### src/verilog/misc_regs_pkg.sv
// Package for the sound chip miscellaneous register bank.
// Assumes a 200 MHz AHB-Lite clock and a 32-bit data bus.
`default_nettype none
package misc_regs_pkg;

    // ==========================================================
    // Register indices; byte address is four times the index.
    localparam logic [15:0] IDX_POT_STATUS = 16'hD208;
    localparam logic [15:0] IDX_AUDIO_CFG = 16'hD208;
    localparam logic [15:0] IDX_TIMER_RESTART = 16'hD209;
    localparam logic [15:0] IDX_KEY_CODE = 16'hD209;
    localparam logic [15:0] IDX_SK_CLEAR = 16'hD20A;
    localparam logic [15:0] IDX_NOISE = 16'hD20A;
    localparam logic [15:0] IDX_POT_TRIGGER = 16'hD20B;
    localparam logic [15:0] IDX_SK_STATUS = 16'hD20F;

    // ==========================================================
    // Field positions and reset values.
    localparam int CFG_SLOW_15K_BIT = 0;
    localparam int CFG_HP1_BIT = 2;
    localparam int CFG_HP2_BIT = 1;
    localparam int CFG_POLY9_BIT = 7;
    localparam int KEY_CTRL_BIT = 7;
    localparam int KEY_SHIFT_BIT = 6;
    localparam int SK_CLR_LO = 5;
    localparam logic [7:0] AUDIO_CFG_RESET = 8'h00;
    localparam logic [7:0] KEY_CODE_RESET = 8'h00;
    localparam logic [7:0] POT_LIMIT = 8'hE4;
    localparam logic [7:0] POT_ZERO = 8'h00;
    localparam logic [7:0] POT_ALL_BUSY = 8'hFF;
    localparam logic [7:0] POT_ALL_DONE = 8'h00;
    localparam logic [31:0] RDATA_ZERO = 32'h0000_0000;

    // ==========================================================
    // Noise generator: seed reads as 00 on the random port.
    localparam int NOISE_W = 17;
    localparam int NOISE_SHORT_LO = 8;
    localparam logic [16:0] NOISE_SEED = 17'h00100;
    localparam logic [16:0] NOISE_ZERO = 17'h00000;
    localparam int TAP_LONG = 3;
    localparam int TAP_SHORT = 12;

    // ==========================================================
    // Timing: one system tick per 1.79 MHz cycle, rounded down.
    localparam longint HCLK_HZ = 200_000_000;
    localparam longint SYS_CLK_HZ = 1_790_000;
    localparam int TICK_DIV = int'(HCLK_HZ / SYS_CLK_HZ);
    localparam logic [6:0] TICK_LAST = 7'(TICK_DIV - 1);
    localparam logic [6:0] TICK_ZERO = 7'h00;

    // ==========================================================
    // AHB-Lite codes and carriers.
    localparam logic [1:0] HTRANS_NONSEQ = 2'h2;
    localparam logic [1:0] HTRANS_SEQ = 2'h3;
    localparam logic HRESP_OKAY = 1'b0;

    typedef struct packed {
        logic valid;
        logic wr;
        logic [29:0] word;
    } ahb_req_t;

    typedef struct packed {
        logic ctrl;
        logic shift;
        logic [5:0] scan;
    } key_event_t;

    typedef logic [7:0][7:0] pot_count_t;

endpackage
`default_nettype wire

### src/verilog/misc_regs.sv
// Miscellaneous sound chip registers behind an AHB-Lite slave.
// Assumes a single master, word transfers and inputs synchronous to hclk.
//
// What this block does
// Config bit 0 picks 64K or 15K base.
// Pot status: one busy bit per pot.
// Status bit zero means counter value valid.
// Trigger clears counters; stop at threshold/228.
// Restart write reloads every audio timer.
// Restart clears channel flops, inverted to one.
// Restart silences channels 1-2, enables 3-4.
// Key code bit7 control, bit6 shift.
// Key code changes only on key press.
// Low key code bits hold scan code.
// Clear strobe zeroes status bits 5-7, except a bit whose event arrives in the same cycle.
// Random port reads top noise byte.
// Noise advances every system clock cycle.
// Config bit 7 shortens noise to nine bits.
// Noise register never reaches all zero.
// Reset state reads 00 on random port.
//
// The AHB-Lite slave port was decided locally.
`default_nettype none
module misc_regs (
    input wire logic hclk,
    input wire logic hresetn,
    input wire logic hsel,
    input wire logic [31:0] haddr,
    input wire logic [1:0] htrans,
    input wire logic hwrite,
    input wire logic [2:0] hsize,
    input wire logic hready,
    input wire logic [31:0] hwdata,
    output logic [31:0] hrdata,
    output logic hreadyout,
    output logic hresp,
    input wire logic [7:0] pot_reached,
    input wire logic key_press,
    input wire misc_regs_pkg::key_event_t key_event,
    input wire logic [2:0] sk_event,
    input wire logic [4:0] sk_live,
    input wire logic [3:0] chan_toggle,
    output logic [7:0] audio_config,
    output logic slow_clk_15k,
    output logic timer_reload,
    output logic [3:0] chan_enable,
    output misc_regs_pkg::pot_count_t pot_count,
    output logic [7:0] pot_status
);
    import misc_regs_pkg::*;

    ahb_req_t aph_d;
    ahb_req_t dph_q;
    logic [7:0] key_code_q;
    logic [7:0] sk_status_q;
    logic [3:0] chan_ff_q;
    logic [6:0] tick_cnt_q;
    logic tick_q;
    logic [NOISE_W-1:0] noise_q;
    logic wr_cfg;
    logic wr_restart;
    logic wr_sk_clear;
    logic wr_pot_go;
    logic [7:0] rd_byte;

    function automatic logic at(input logic [29:0] word, input logic [15:0] idx);
        at = (word == {14'h0000, idx});
    endfunction

    // ==========================================================
    // Bus slave
    // Zero wait states: read data is latched at the address phase edge,
    // so the noise byte is the value at the moment of the request.
    always_comb begin
        aph_d.valid = hsel && hready && (htrans == HTRANS_NONSEQ || htrans == HTRANS_SEQ);
        aph_d.wr = hwrite;
        aph_d.word = haddr[31:2];
    end

    always_ff @(posedge hclk or negedge hresetn) begin
        if (!hresetn) begin
            dph_q <= '0;
        end else if (hready) begin
            dph_q <= aph_d;
        end
    end

    always_ff @(posedge hclk or negedge hresetn) begin
        if (!hresetn) begin
            hreadyout <= 1'b0;
            hresp <= HRESP_OKAY;
        end else begin
            hreadyout <= 1'b1;
            hresp <= HRESP_OKAY;
        end
    end

    always_comb begin
        rd_byte = 8'h00;
        if (at(aph_d.word, IDX_POT_STATUS)) begin
            rd_byte = pot_status;
        end else if (at(aph_d.word, IDX_KEY_CODE)) begin
            rd_byte = key_code_q;
        end else if (at(aph_d.word, IDX_NOISE)) begin
            rd_byte = noise_q[NOISE_W-1:NOISE_W-8];
        end else if (at(aph_d.word, IDX_SK_STATUS)) begin
            rd_byte = sk_status_q;
        end
    end

    always_ff @(posedge hclk or negedge hresetn) begin
        if (!hresetn) begin
            hrdata <= RDATA_ZERO;
        end else if (aph_d.valid && !aph_d.wr) begin
            hrdata <= {24'h000000, rd_byte};
        end
    end

    assign wr_cfg = dph_q.valid && dph_q.wr && at(dph_q.word, IDX_AUDIO_CFG);
    assign wr_restart = dph_q.valid && dph_q.wr && at(dph_q.word, IDX_TIMER_RESTART);
    assign wr_sk_clear = dph_q.valid && dph_q.wr && at(dph_q.word, IDX_SK_CLEAR);
    assign wr_pot_go = dph_q.valid && dph_q.wr && at(dph_q.word, IDX_POT_TRIGGER);

    // ==========================================================
    // Audio configuration
    always_ff @(posedge hclk or negedge hresetn) begin
        if (!hresetn) begin
            audio_config <= AUDIO_CFG_RESET;
            slow_clk_15k <= 1'b0;
        end else if (wr_cfg) begin
            audio_config <= hwdata[7:0];
            slow_clk_15k <= hwdata[CFG_SLOW_15K_BIT];
        end
    end

    // ==========================================================
    // Timer restart and channel output flops
    always_ff @(posedge hclk or negedge hresetn) begin
        if (!hresetn) begin
            timer_reload <= 1'b0;
        end else begin
            timer_reload <= wr_restart;
        end
    end

    // Restart wins over a timer toggle in the same cycle.
    always_ff @(posedge hclk or negedge hresetn) begin
        if (!hresetn) begin
            chan_ff_q <= 4'h0;
        end else if (wr_restart) begin
            chan_ff_q <= 4'h0;
        end else begin
            chan_ff_q <= chan_ff_q ^ chan_toggle;
        end
    end

    // Channels 1-2 follow the flop, channels 3-4 its inverse, so with the
    // filters off a restart leaves 1-2 quiet and 3-4 sounding.
    always_ff @(posedge hclk or negedge hresetn) begin
        if (!hresetn) begin
            chan_enable <= 4'h0;
        end else if (wr_restart) begin
            chan_enable <= 4'hC;
        end else begin
            chan_enable[0] <= chan_ff_q[0] ^ chan_toggle[0];
            chan_enable[1] <= chan_ff_q[1] ^ chan_toggle[1];
            chan_enable[2] <= ~(chan_ff_q[2] ^ chan_toggle[2]);
            chan_enable[3] <= ~(chan_ff_q[3] ^ chan_toggle[3]);
        end
    end

    // ==========================================================
    // System tick and noise generator
    always_ff @(posedge hclk or negedge hresetn) begin
        if (!hresetn) begin
            tick_cnt_q <= TICK_ZERO;
            tick_q <= 1'b0;
        end else begin
            tick_q <= (tick_cnt_q == TICK_LAST);
            tick_cnt_q <= (tick_cnt_q == TICK_LAST) ? TICK_ZERO : tick_cnt_q + 7'h01;
        end
    end

    noise_lfsr u_noise (
        .hclk(hclk),
        .hresetn(hresetn),
        .step(tick_q),
        .short_mode(audio_config[CFG_POLY9_BIT]),
        .state_q(noise_q)
    );

    // ==========================================================
    // Pot counters
    // Counting runs at the system tick; the limit guards a pot that never
    // crosses its threshold.
    for (genvar i = 0; i < 8; i++) begin : g_pot
        always_ff @(posedge hclk or negedge hresetn) begin
            if (!hresetn) begin
                pot_count[i] <= POT_ZERO;
                pot_status[i] <= 1'b0;
            end else if (wr_pot_go) begin
                pot_count[i] <= POT_ZERO;
                pot_status[i] <= 1'b1;
            end else if (pot_status[i]) begin
                if (pot_reached[i] || pot_count[i] == POT_LIMIT) begin
                    pot_status[i] <= 1'b0;
                end else if (tick_q) begin
                    pot_count[i] <= pot_count[i] + 8'h01;
                end
            end
        end
    end

    // ==========================================================
    // Keyboard code
    always_ff @(posedge hclk or negedge hresetn) begin
        if (!hresetn) begin
            key_code_q <= KEY_CODE_RESET;
        end else if (key_press) begin
            key_code_q[KEY_CTRL_BIT] <= key_event.ctrl;
            key_code_q[KEY_SHIFT_BIT] <= key_event.shift;
            key_code_q[5:0] <= key_event.scan;
        end
    end

    // ==========================================================
    // Serial and keyboard status
    // An event in the clearing cycle survives the clear.
    always_ff @(posedge hclk or negedge hresetn) begin
        if (!hresetn) begin
            sk_status_q <= 8'h00;
        end else begin
            sk_status_q[4:0] <= sk_live;
            for (int b = 0; b < 3; b++) begin
                if (sk_event[b]) begin
                    sk_status_q[SK_CLR_LO+b] <= 1'b1;
                end else if (wr_sk_clear) begin
                    sk_status_q[SK_CLR_LO+b] <= 1'b0;
                end
            end
        end
    end
endmodule
`default_nettype wire

### src/verilog/noise_lfsr.sv
// XOR feedback noise generator, 17 bits or shortened to 9 bits.
// Assumes one step pulse per system tick from the register bank.
`default_nettype none
module noise_lfsr (
    input wire logic hclk,
    input wire logic hresetn,
    input wire logic step,
    input wire logic short_mode,
    output logic [misc_regs_pkg::NOISE_W-1:0] state_q
);
    import misc_regs_pkg::*;

    logic [NOISE_W-1:0] state_d;
    logic fb;

    // ==========================================================
    // Next state
    // The short mode only shifts the top nine bits, so the port that
    // reads the top byte sees the shorter sequence directly.
    always_comb begin
        state_d = state_q;
        if (short_mode) begin
            fb = state_q[NOISE_SHORT_LO] ^ state_q[TAP_SHORT];
            state_d[NOISE_W-1:NOISE_SHORT_LO] = {fb, state_q[NOISE_W-1:NOISE_SHORT_LO+1]};
            if (state_q[NOISE_W-1:NOISE_SHORT_LO] == '0) begin
                state_d[NOISE_SHORT_LO] = 1'b1;
            end
        end else begin
            fb = state_q[0] ^ state_q[TAP_LONG];
            state_d = {fb, state_q[NOISE_W-1:1]};
            if (state_q == NOISE_ZERO) begin
                state_d = NOISE_SEED;
            end
        end
    end

    // ==========================================================
    // State register
    always_ff @(posedge hclk or negedge hresetn) begin
        if (!hresetn) begin
            state_q <= NOISE_SEED;
        end else if (step) begin
            state_q <= state_d;
        end
    end

endmodule
`default_nettype wire

### config.mk
export PLATFORM = sky130hd
export DESIGN_NAME = misc_regs
export DESIGN_NICKNAME = d
export VERILOG_FILES = /design/src/verilog/misc_regs_pkg.sv /design/src/verilog/misc_regs.sv /design/src/verilog/noise_lfsr.sv
export SDC_FILE = /design/constraint.sdc
export NUM_CORES = 1
export LEC_CHECK = 0
export BUFFER_PORTS_ARGS = -buffer_cell sky130_fd_sc_hd__buf_2
export CAP_MARGIN = 30
export CORE_MARGIN = 5
export CORE_UTILIZATION = 57
export CTS_CLUSTER_SIZE = 25
export DETAILED_ROUTE_END_ITERATION = 10
export PLACE_DENSITY = 0.91
export SLEW_MARGIN = 20
export SYNTH_ARGS = -nofsm -noshare
export SYNTH_HDL_FRONTEND = slang
export SYNTH_SLANG_ARGS = --single-unit
### constraint.sdc
create_clock -name hclk -period 2.9 [get_ports hclk]
set_input_delay 0.435 -clock hclk [delete_from_list [all_inputs] [get_ports hclk]]
set_output_delay 0.435 -clock hclk [all_outputs]
set_load 0.01 [all_outputs]
[Word-level counts from Yosys, hierarchy flattened]
Index checks and enable logic that the tools add are counted.
Cells by class
  $add $sub $neg: 9
  equality and inequality tests: 27
  mux-type cells: 70
  bitwise gates (word level): 10
  reductions and logical operators: 41
Operator list (number)
  8-bit two-way mux: 36
  30-bit by 16-bit equality test with 1-bit output, second input constant: 8
  8-bit by 1-bit adder with 8-bit output, second input constant: 8
  8-bit equality test, second input constant: 8
  1-bit two-way mux: 29
  3-bit AND reduction: 8
  2-bit nonzero test: 12
  17-bit logical NOT: 1
  17-bit two-way mux: 1
  2-bit != test, second input constant: 8
  9-bit logical NOT: 1
  1-bit logical OR: 9
  9-bit two-way mux: 1
  1-bit logical AND: 8
  4-bit two-way mux: 2
  7-bit by 1-bit adder with 7-bit output, second input constant: 1
  7-bit equality test, second input constant: 1
  7-bit two-way mux: 1
  1-bit XOR: 6
  2-bit equality test, second input constant: 2
  4-bit XOR: 1
  1-bit inverter: 3
  2-bit AND reduction: 1
  1-bit logical NOT: 1
Storage, ports and cells
  bits in registers: 172

[Longest topological paths before layout]
Gate-level depths: netlist (run 1).
  depth after elaboration: 5
  gate-level depth with buffers: 6

[Hierarchy]
From an unflattened synthesis (run 1), not the netlist that was laid out.
Unflattened totals
  cell total of the unflattened synthesis: 730
  area total of the unflattened synthesis: 8131.5 um^2
Modules (own cells, without submodules)
  misc_regs: instances 1, cells each 683, area each 7392.1 um^2, seq. area each 3803.6 um^2
  noise_lfsr: instances 1, cells each 47, area each 739.5 um^2, seq. area each 426.7 um^2

[Least setup slack after synthesis (run 1)]
OpenSTA, ideal clock, no wires.
  path type: register -> register
  start point: register dph_q[7] (netlist bit)
  end point: register audio_config[0]
  library setup time: 125 ps
  arrival time: 1780 ps
  data required time: 2775 ps
  path slack: 995 ps
  cell stages (with the launch flop): 5
  path buffers: 0
  path through: dfrtp_1 > nor4b_1 > nand4_1 > nor4_4 > mux2_2
Between the ends
  cells in the longest elaborated chain, start to end: 2
Ends and longest elaborated chain
  start, declared: line misc_regs.sv:53  | ahb_req_t dph_q;
  start signal, assigned: line misc_regs.sv:84  | dph_q <= aph_d;
  30-bit by 16-bit equality test with 1-bit output: line misc_regs.sv:67  | at = (word == {14'h0000, idx});
  1-bit logical AND: line misc_regs.sv:119  | assign wr_cfg = dph_q.valid && dph_q.wr && at(dph_q.word, IDX_AUDIO_CFG);
  end signal, assigned: line misc_regs.sv:131  | audio_config <= hwdata[7:0];
  end, declared: line misc_regs.sv:43  | output logic [7:0] audio_config,
Every way passes these cells.
A chain may end at the register's enable or synchronous reset.

[Worst setup path after layout (run 1)]
  start point: register dph_q[8] (netlist bit)
  end point: register pot_count[3] (netlist bit)
Between the ends
  cells in the longest elaborated chain, start to end: 4
  elaborated cells between the ends (all ways): 7
  classes of those cells: eq/ne: 2; mux: 1; reduce/logical: 4
Ends and longest elaborated chain
  30-bit by 16-bit equality test with 1-bit output *: line misc_regs.sv:67
  1-bit logical AND *: line misc_regs.sv:122  | assign wr_pot_go = dph_q.valid && dph_q.wr && at(dph_q.word, IDX_POT_TRIGGER);
  2-bit != test (no source line) or 2-bit nonzero test (tied branches)
  3-bit AND reduction (no source line)
  end signal, assigned by index: line misc_regs.sv:208  | pot_count[i] <= pot_count[i] + 8'h01;
  end, declared: line misc_regs.sv:47  | output misc_regs_pkg::pot_count_t pot_count,
Every way passes the cells marked *; elsewhere a longest branch is shown, timed or not.

==> results of run 1 <==
==> metrics by stage <==
| stage | instance area, sq um | hold slack [ns] | utilization, % | setup slack, ns | instances |
|---|---|---|---|---|---|
| finish | 9670 | -0.0136 | 69.4 | 0.574 | 1102 |
| floorplan | 8240 | 0.139 | - | 0.995 | 761 |
| global placement | 9060 | 0.465 | 65.0 | 0.712 | 1069 |
| CTS | 9670 | 0.0131 | 69.4 | 0.572 | 1101 |
| detailed placement | 9060 | 0.469 | 65.0 | 0.608 | 1069 |
| global route | 9670 | 0.0307 | 69.4 | 0.410 | 1101 |
==> cell type report <==
| type | instances | area share, % |
|---|---|---|
| flip-flops and latches | 169 | 43.8 |
| repair buffers | 176 | 9.67 |
| clock inverters | 13 | 1.60 |
| clock buffers | 19 | 4.68 |
| multi-input cells | 518 | 36.9 |
| diodes | 1 | 0.0259 |
| inverters | 26 | 1.01 |
| well taps | 180 | 2.33 |
==> cells by family after synthesis <==
family | share of synthesized area (%)
flip-flops | 51.9
AO/OA/AOI/OAI | 5.79
adder cells (fa/ha/maj) | 2.76
other | 0.0922
AND/OR/NAND/NOR | 18.7
multiplexers | 9.80
buffers and inverters | 5.34
XOR/XNOR | 5.59
==> sequential cells by signal (all words and copies together) (netlist names) <==
| register | count |
|---|---|
| pot_count | 64 |
| dph_q | 32 |
| u_noise.state_q | 17 |
| audio_config | 8 |
| hrdata | 8 |
| key_code_q | 8 |
| pot_status | 8 |
| sk_status_q | 8 |
| tick_cnt_q | 7 |
| chan_enable | 4 |
| chan_ff_q | 2 |
| hreadyout | 1 |
| tick_q | 1 |
| timer_reload | 1 |
==> power by group <==
part,switching (W),internal (W),leakage [nW]
Combinational,0.000190,0.000159,2.29
Sequential,0.0000553,0.00246,2.18
Clock,0.000980,0.00134,0.290
Total,0.00123,0.00396,4.76
==> synthesized netlist by cell type, drive strengths merged (5+ instances only) <==
cell type	count
nor3b	5
clkbuf	9
nand4	16
nand3b	11
and4b	5
a222oi	8
nor2	92
or4	6
inv	26
nor2b	6
dfrtp	168
nand4b	6
xor2	17
nor4	23
nand2b	15
and3	8
nand2	38
a21oi	15
mux2i	10
buf	39
ha	18
nand3	22
xnor2	35
mux2	62
nor3	13
a22o	9
o21ai	18
and4	5
==> per-layer routing <==
layer  vias up  part of all wire (%)  routed length (um)
met2       227                    50                9470
met4         4                   1.4                 267
met1      3061                    41                7800
met5         -                  0.14                  27
li1       2902                     -                   -
met3        40                   7.9                1510
==> worst reg2reg max path, cell delays in order (launching register included) <==
cell	delay (ns)
dfrtp_1	0.39
nor4b_1	0.33
nand4_1	0.39
or4_1	0.89
o21a_1	0.22
==> how the worst max path moves through the flow <==
| stage | from | end | slack [ns] | depth (start not counted) |
|---|---|---|---|---|
| 2_1_floorplan | dph_q[7] | audio_config[0] | 0.99 | 4 |
| 3_3_place_gp | dph_q[7] | audio_config[1] | 0.71 | 4 |
| 3_5_place_dp | dph_q[7] | pot_count[3] | 0.61 | 4 |
| 4_1_cts | dph_q[7] | pot_count[3] | 0.57 | 4 |
| 5_1_grt | dph_q[7] | pot_count[2] | 0.41 | 4 |
| 6_report | dph_q[8] | pot_count[3] | 0.57 | 4 |
==> flow_metrics.tcl, run 1 <==
set metrics [dict create \
    routed_wl_um 19100 \
    clk-insertion-delay-late_ns 0.43 \
    ys_top_cells_by_area "dfrtp_1, mux2_2, nor2_1" \
    final_common_cell "dfrtp_1" \
    cpMaxStageDelayCell "or4_1" \
    drv_cap 0 \
    critPathTopFamily "simple AND/OR/NAND/NOR gates" \
    grt.overflow.total 0 \
    fin_crit_ns 2.33 \
    arrival_ns 2.64 \
    grt_max_degree 65 \
    post_cts_buffers 0 \
    synth_edf_count 0 \
    hold_viol_final 6 \
    cp-start-kind "flop" \
    max_slew.worst_pin.slew_ns 0.736 \
    ant_nets 0 \
    viasPerCell 5.66 \
    multi_input_area_sq_um 3570 \
    setup_violations 0 \
    track_usage_pct 23.6 \
    yosys_warnings 0 \
    holdCritPathClass "in2async" \
    vias 6234 \
    grt_pass1_wl_um 31300 \
    grt_pass1_vias 6219 \
    finalSetupTns_ns 0 \
    fp.coreArea_sq_um 13900 \
    die_h_um 130 \
    drv_slew 0 \
    gr-usage-met2_pct 39.1 \
    first_pass_iters 5 \
    required_ns 3.21 \
    yosysSeqAreaShare_pct 51.9 \
    r2r_start "dph_q[8]" \
    drc 0 \
    cts_buffers 17 \
    cts_htree_levels 4 \
    synth_top_area_cell "dfrtp_1" \
    period_share_pct 80.2 \
    synth_cell_type_count 51 \
    crit_chain "nor4b_1, nand4_1, or4_1, o21a_1" \
    antenna_found_initial 2 \
    r2r_end "pot_count[3]" \
    areaGrowthSynthToFinish_pct 18.7 \
    path_max_fanout 8 \
    gr-usage-met1_pct 30.5 \
    met3_usage_pct 6.72 \
    synth-async-reset-ratio_pct 100 \
    nNetsFinal 1029 \
    grt_setup_unrepaired "no" \
    avgSynthCellArea_sq_um 11.1 \
    whs_ns -0.0136 \
    max_stage_delay_ns 0.89 \
    path_class "reg2reg" \
    netlist_area_sq_um 8150 \
    avgRoutedWirePerCell_um 17.3 \
    clock-sinks 169 \
    cts_root_buf "clkbuf_16" \
    ys_ff_latch 169 \
    fillers 1010 \
    post-dp-hpwl_um 13400 \
    skew_ns 0.0106 \
    fp.dieArea_sq_um 16800 \
    clock.fmax_mhz 430 \
    p_leak_nw 4.76 \
    busiest_layer "met2" \
    violations "negative hold slack" \
    cp_num_buf_inv 0 \
    drtIter0Drc 456 \
    cts.repair.resized 0 \
    status "complete, but fails checks" \
    synth_ff_type "dfrtp_1" \
    max-clock-path-buffers 2 \
    reg2reg_depth 4 \
    postCtsHoldBufs 0 \
    yosysTopAreaCellShare_pct 51.6 \
    gp_congestion 0.866 \
    io_pins 223 \
    die-width_um 130 \
    ir_drop_uv 522 \
    rrSetupSlack_ns 0.57 \
    fin_total_pwr_w 0.00518 \
    final-seq-area_sq_um 4230 \
    initial_utilization_pct 58.5 \
    power.density_nw_per_um2 536 \
    rows 43 \
    cts_tree "done" \
    drive_above_1_share_pct 30.2 \
    port_buffers 167 \
    path_clk_slew_ns 0.07 \
    relSlewSlack_pct 50.5 \
    syn-instance-count 737 \
    mostFrequentLayoutCells "dfrtp_1, buf_2, nor2_1" \
    cp-end-kind "flop" \
]
Note: power is estimated with default switching activity, not from simulation.
==> inputs of run 2 (changes only) <==
Settings changed: CORE_UTILIZATION 57 to 53, PLACE_DENSITY 0.91 to 0.86.
Clock period 2.9 ns to 2.3 ns, I/O delays scaled along.
==> run 2 against run 1 <==
Net effect:
- the run now ends clean
- utilization fell by 5.5 points
- first-iteration DRC count shrank 17%
- sequential share of layout area shrank 0.057 points
- worst hold slack improved by 0.046 ns
- non-clock buffer count increased by 3
- clock-buffer cell count up 3
- maximum frequency up 15%
- final cell count up 0.91%
- clock skew is 0.00081 ns lower
- critical path type unchanged
- largest cell class unchanged
==> flow_metrics.tcl, run 2 (synthesis results as in run 1) <==
set metrics [dict create \
    status "finished, final reports clean" \
    drc 0 \
    crit_chain "nor4_1, nand4_1, buf_4, or4_1, o21a_1" \
    period_share_pct 87.8 \
    hold_path_depth 1 \
    viasPerCell 5.52 \
    r2r_start "dph_q[6]" \
    cts_htree_levels 4 \
    die-width_um 134 \
    path_max_fanout 8 \
    port_buffers 167 \
    reg2reg_depth 5 \
    arrival_ns 2.33 \
    max_slew.worst_pin.slew_ns 0.676 \
    cp-end-kind "flop" \
    drive_above_1_share_pct 29.9 \
    initial_utilization_pct 53.8 \
    whs_ns 0.0321 \
    avgRoutedWirePerCell_um 16.5 \
    gp_congestion 0.877 \
    fin_util_pct 63.9 \
    max-clock-path-buffers 2 \
    final-seq-area_sq_um 4230 \
    antenna_found_initial 2 \
    cpMaxStageDelayCell "or4_1" \
    post_cts_buffers 0 \
    ant_nets 0 \
    num_antenna_cells 0 \
    min_from "sk_live[1]" \
    top_regs "pot_count: 64 flops, dph_q: 32 flops, u_noise.state_q: 17 flops" \
    final_common_cell "dfrtp_1" \
    path_class "reg2reg" \
    power_frac_seq_pct 50.6 \
    clk-insertion-delay-late_ns 0.42 \
    drtIter0Drc 380 \
    cts_buffers 17 \
    grt_pass1_vias 6000 \
    max_stage_delay_ns 0.63 \
    mostFrequentLayoutCells "dfrtp_1, buf_2, nor2_1" \
    ir_drop_uv 520 \
    fillers 1200 \
    comb_power_share_pct 7.0 \
    p_int_w 0.00483 \
    skew_ns 0.00976 \
    required_ns 2.61 \
    grt_pass1_wl_um 29600 \
    fp.coreArea_sq_um 15100 \
    holdCritPathClass "in2reg" \
    multi_input_area_sq_um 3570 \
    nNetsFinal 1032 \
    clock-sinks 169 \
    cts_tree "done" \
    cts.repair.resized 0 \
    areaGrowthSynthToFinish_pct 18.8 \
    track_usage_pct 20.6 \
    fp.dieArea_sq_um 18000 \
    io_pins 223 \
    largest_register "pot_count" \
    finalSetupTns_ns 0 \
    cts_root_buf "clkbuf_16" \
    holdPathEnd "sk_status_q[1]" \
    swShare_pct 22.9 \
    clock.fmax_mhz 495 \
    largest_reg_flops 64 \
    rows 45 \
    relSlewSlack_pct 54.6 \
    r2r_end "pot_count[2]" \
    drv_cap 0 \
    p_switching_w 0.00143 \
    rrSetupSlack_ns 0.28 \
    first_pass_iters 5 \
    p_leak_nw 4.76 \
    hold_viol_final 0 \
    routed_wl_um 18300 \
    power.density_nw_per_um2 647 \
    fin_crit_ns 2.02 \
    post-dp-hpwl_um 13500 \
    p_clk_share_pct 42.4 \
    setup_violations 0 \
    grt_max_degree 60 \
    cp_num_buf_inv 1 \
    grt_setup_unrepaired "no" \
    vias 6142 \
    grt.overflow.total 0 \
    cp-start-kind "flop" \
    critPathTopFamily "simple AND/OR/NAND/NOR gates" \
    path_clk_slew_ns 0.06 \
    die_h_um 134 \
    drv_slew 0 \
]
-- run 2: cell count changes in the layout (fill, tap and decap cells not counted) --
cell | before | now
buf_12 | 2 | 5
buf_4 | 7 | 6
bufinv_16 | 2 | 1
clkbuf_1 | 0 | 4
clkbuf_8 | 2 | 1
clkinv_2 | 0 | 3
diode_2 | 1 | 0
dlygate4sd3_1 | 0 | 1
inv_6 | 5 | 0
-- run 2: cell type report --
type	instances	area share, %
Tap cell	188	2.43
Multi-Input combinational cell	518	36.9
Timing Repair Buffer	179	10.3
Sequential cell	169	43.7
Inverter	26	1.01
Clock inverter	10	0.995
Clock buffer	22	4.69
-- run 2: how the worst max path moves through the flow --
stage          startpoint               to  cells after the start
3_3_place_gp     dph_q[6]     pot_count[2]                      5
3_5_place_dp     dph_q[6]     pot_count[2]                      5
6_report         dph_q[6]     pot_count[2]                      5
5_1_grt          dph_q[6]     pot_count[3]                      5
2_1_floorplan    dph_q[7]  audio_config[0]                      4
4_1_cts          dph_q[6]     pot_count[2]                      5
-- run 2: metrics by stage --
stage / cell area, sq um / instances / worst slack (ns) / total power, W
2_1_floorplan: 8240 / 761 / 0.395 / 0.00349
3_3_place_gp: 9120 / 1079 / 0.330 / 0.00364
3_5_place_dp: 9120 / 1079 / 0.278 / 0.00366
4_1_cts: 9680 / 1112 / 0.240 / 0.00633
5_1_grt: 9680 / 1112 / 0.176 / 0.00651
6_report: 9680 / 1112 / 0.281 / 0.00626
-- run 2: power by group through the flow --
| stage | clock network (W) | logic, W | registers (W) |
|---|---|---|---|
| 2_1_floorplan | 0 | 0.000275 | 0.00322 |
| 3_3_place_gp | 0 | 0.000429 | 0.00322 |
| 3_5_place_dp | 0 | 0.000441 | 0.00322 |
| 4_1_cts | 0.00271 | 0.000445 | 0.00317 |
| 5_1_grt | 0.00284 | 0.000492 | 0.00318 |
| 6_report | 0.00265 | 0.000439 | 0.00317 |
-- run 2: routing by layer --
layer / up-vias / share of wire, % / global-route usage (%)
met5: - / 0.11 / 0
met4: 4 / 2.0 / 7.43
met3: 33 / 6.8 / 4.88
met2: 209 / 49 / 33.6
met1: 2995 / 43 / 27.0
li1: 2901 / - / -
-- run 2: repair_timing --
| item | 4_1_cts | 5_1_grt |
|---|---|---|
| endpoints found under the setup margin | 0 | 0 |
| endpoints found under the hold margin | 55 | 0 |
| hold buffers | 1 | 0 |
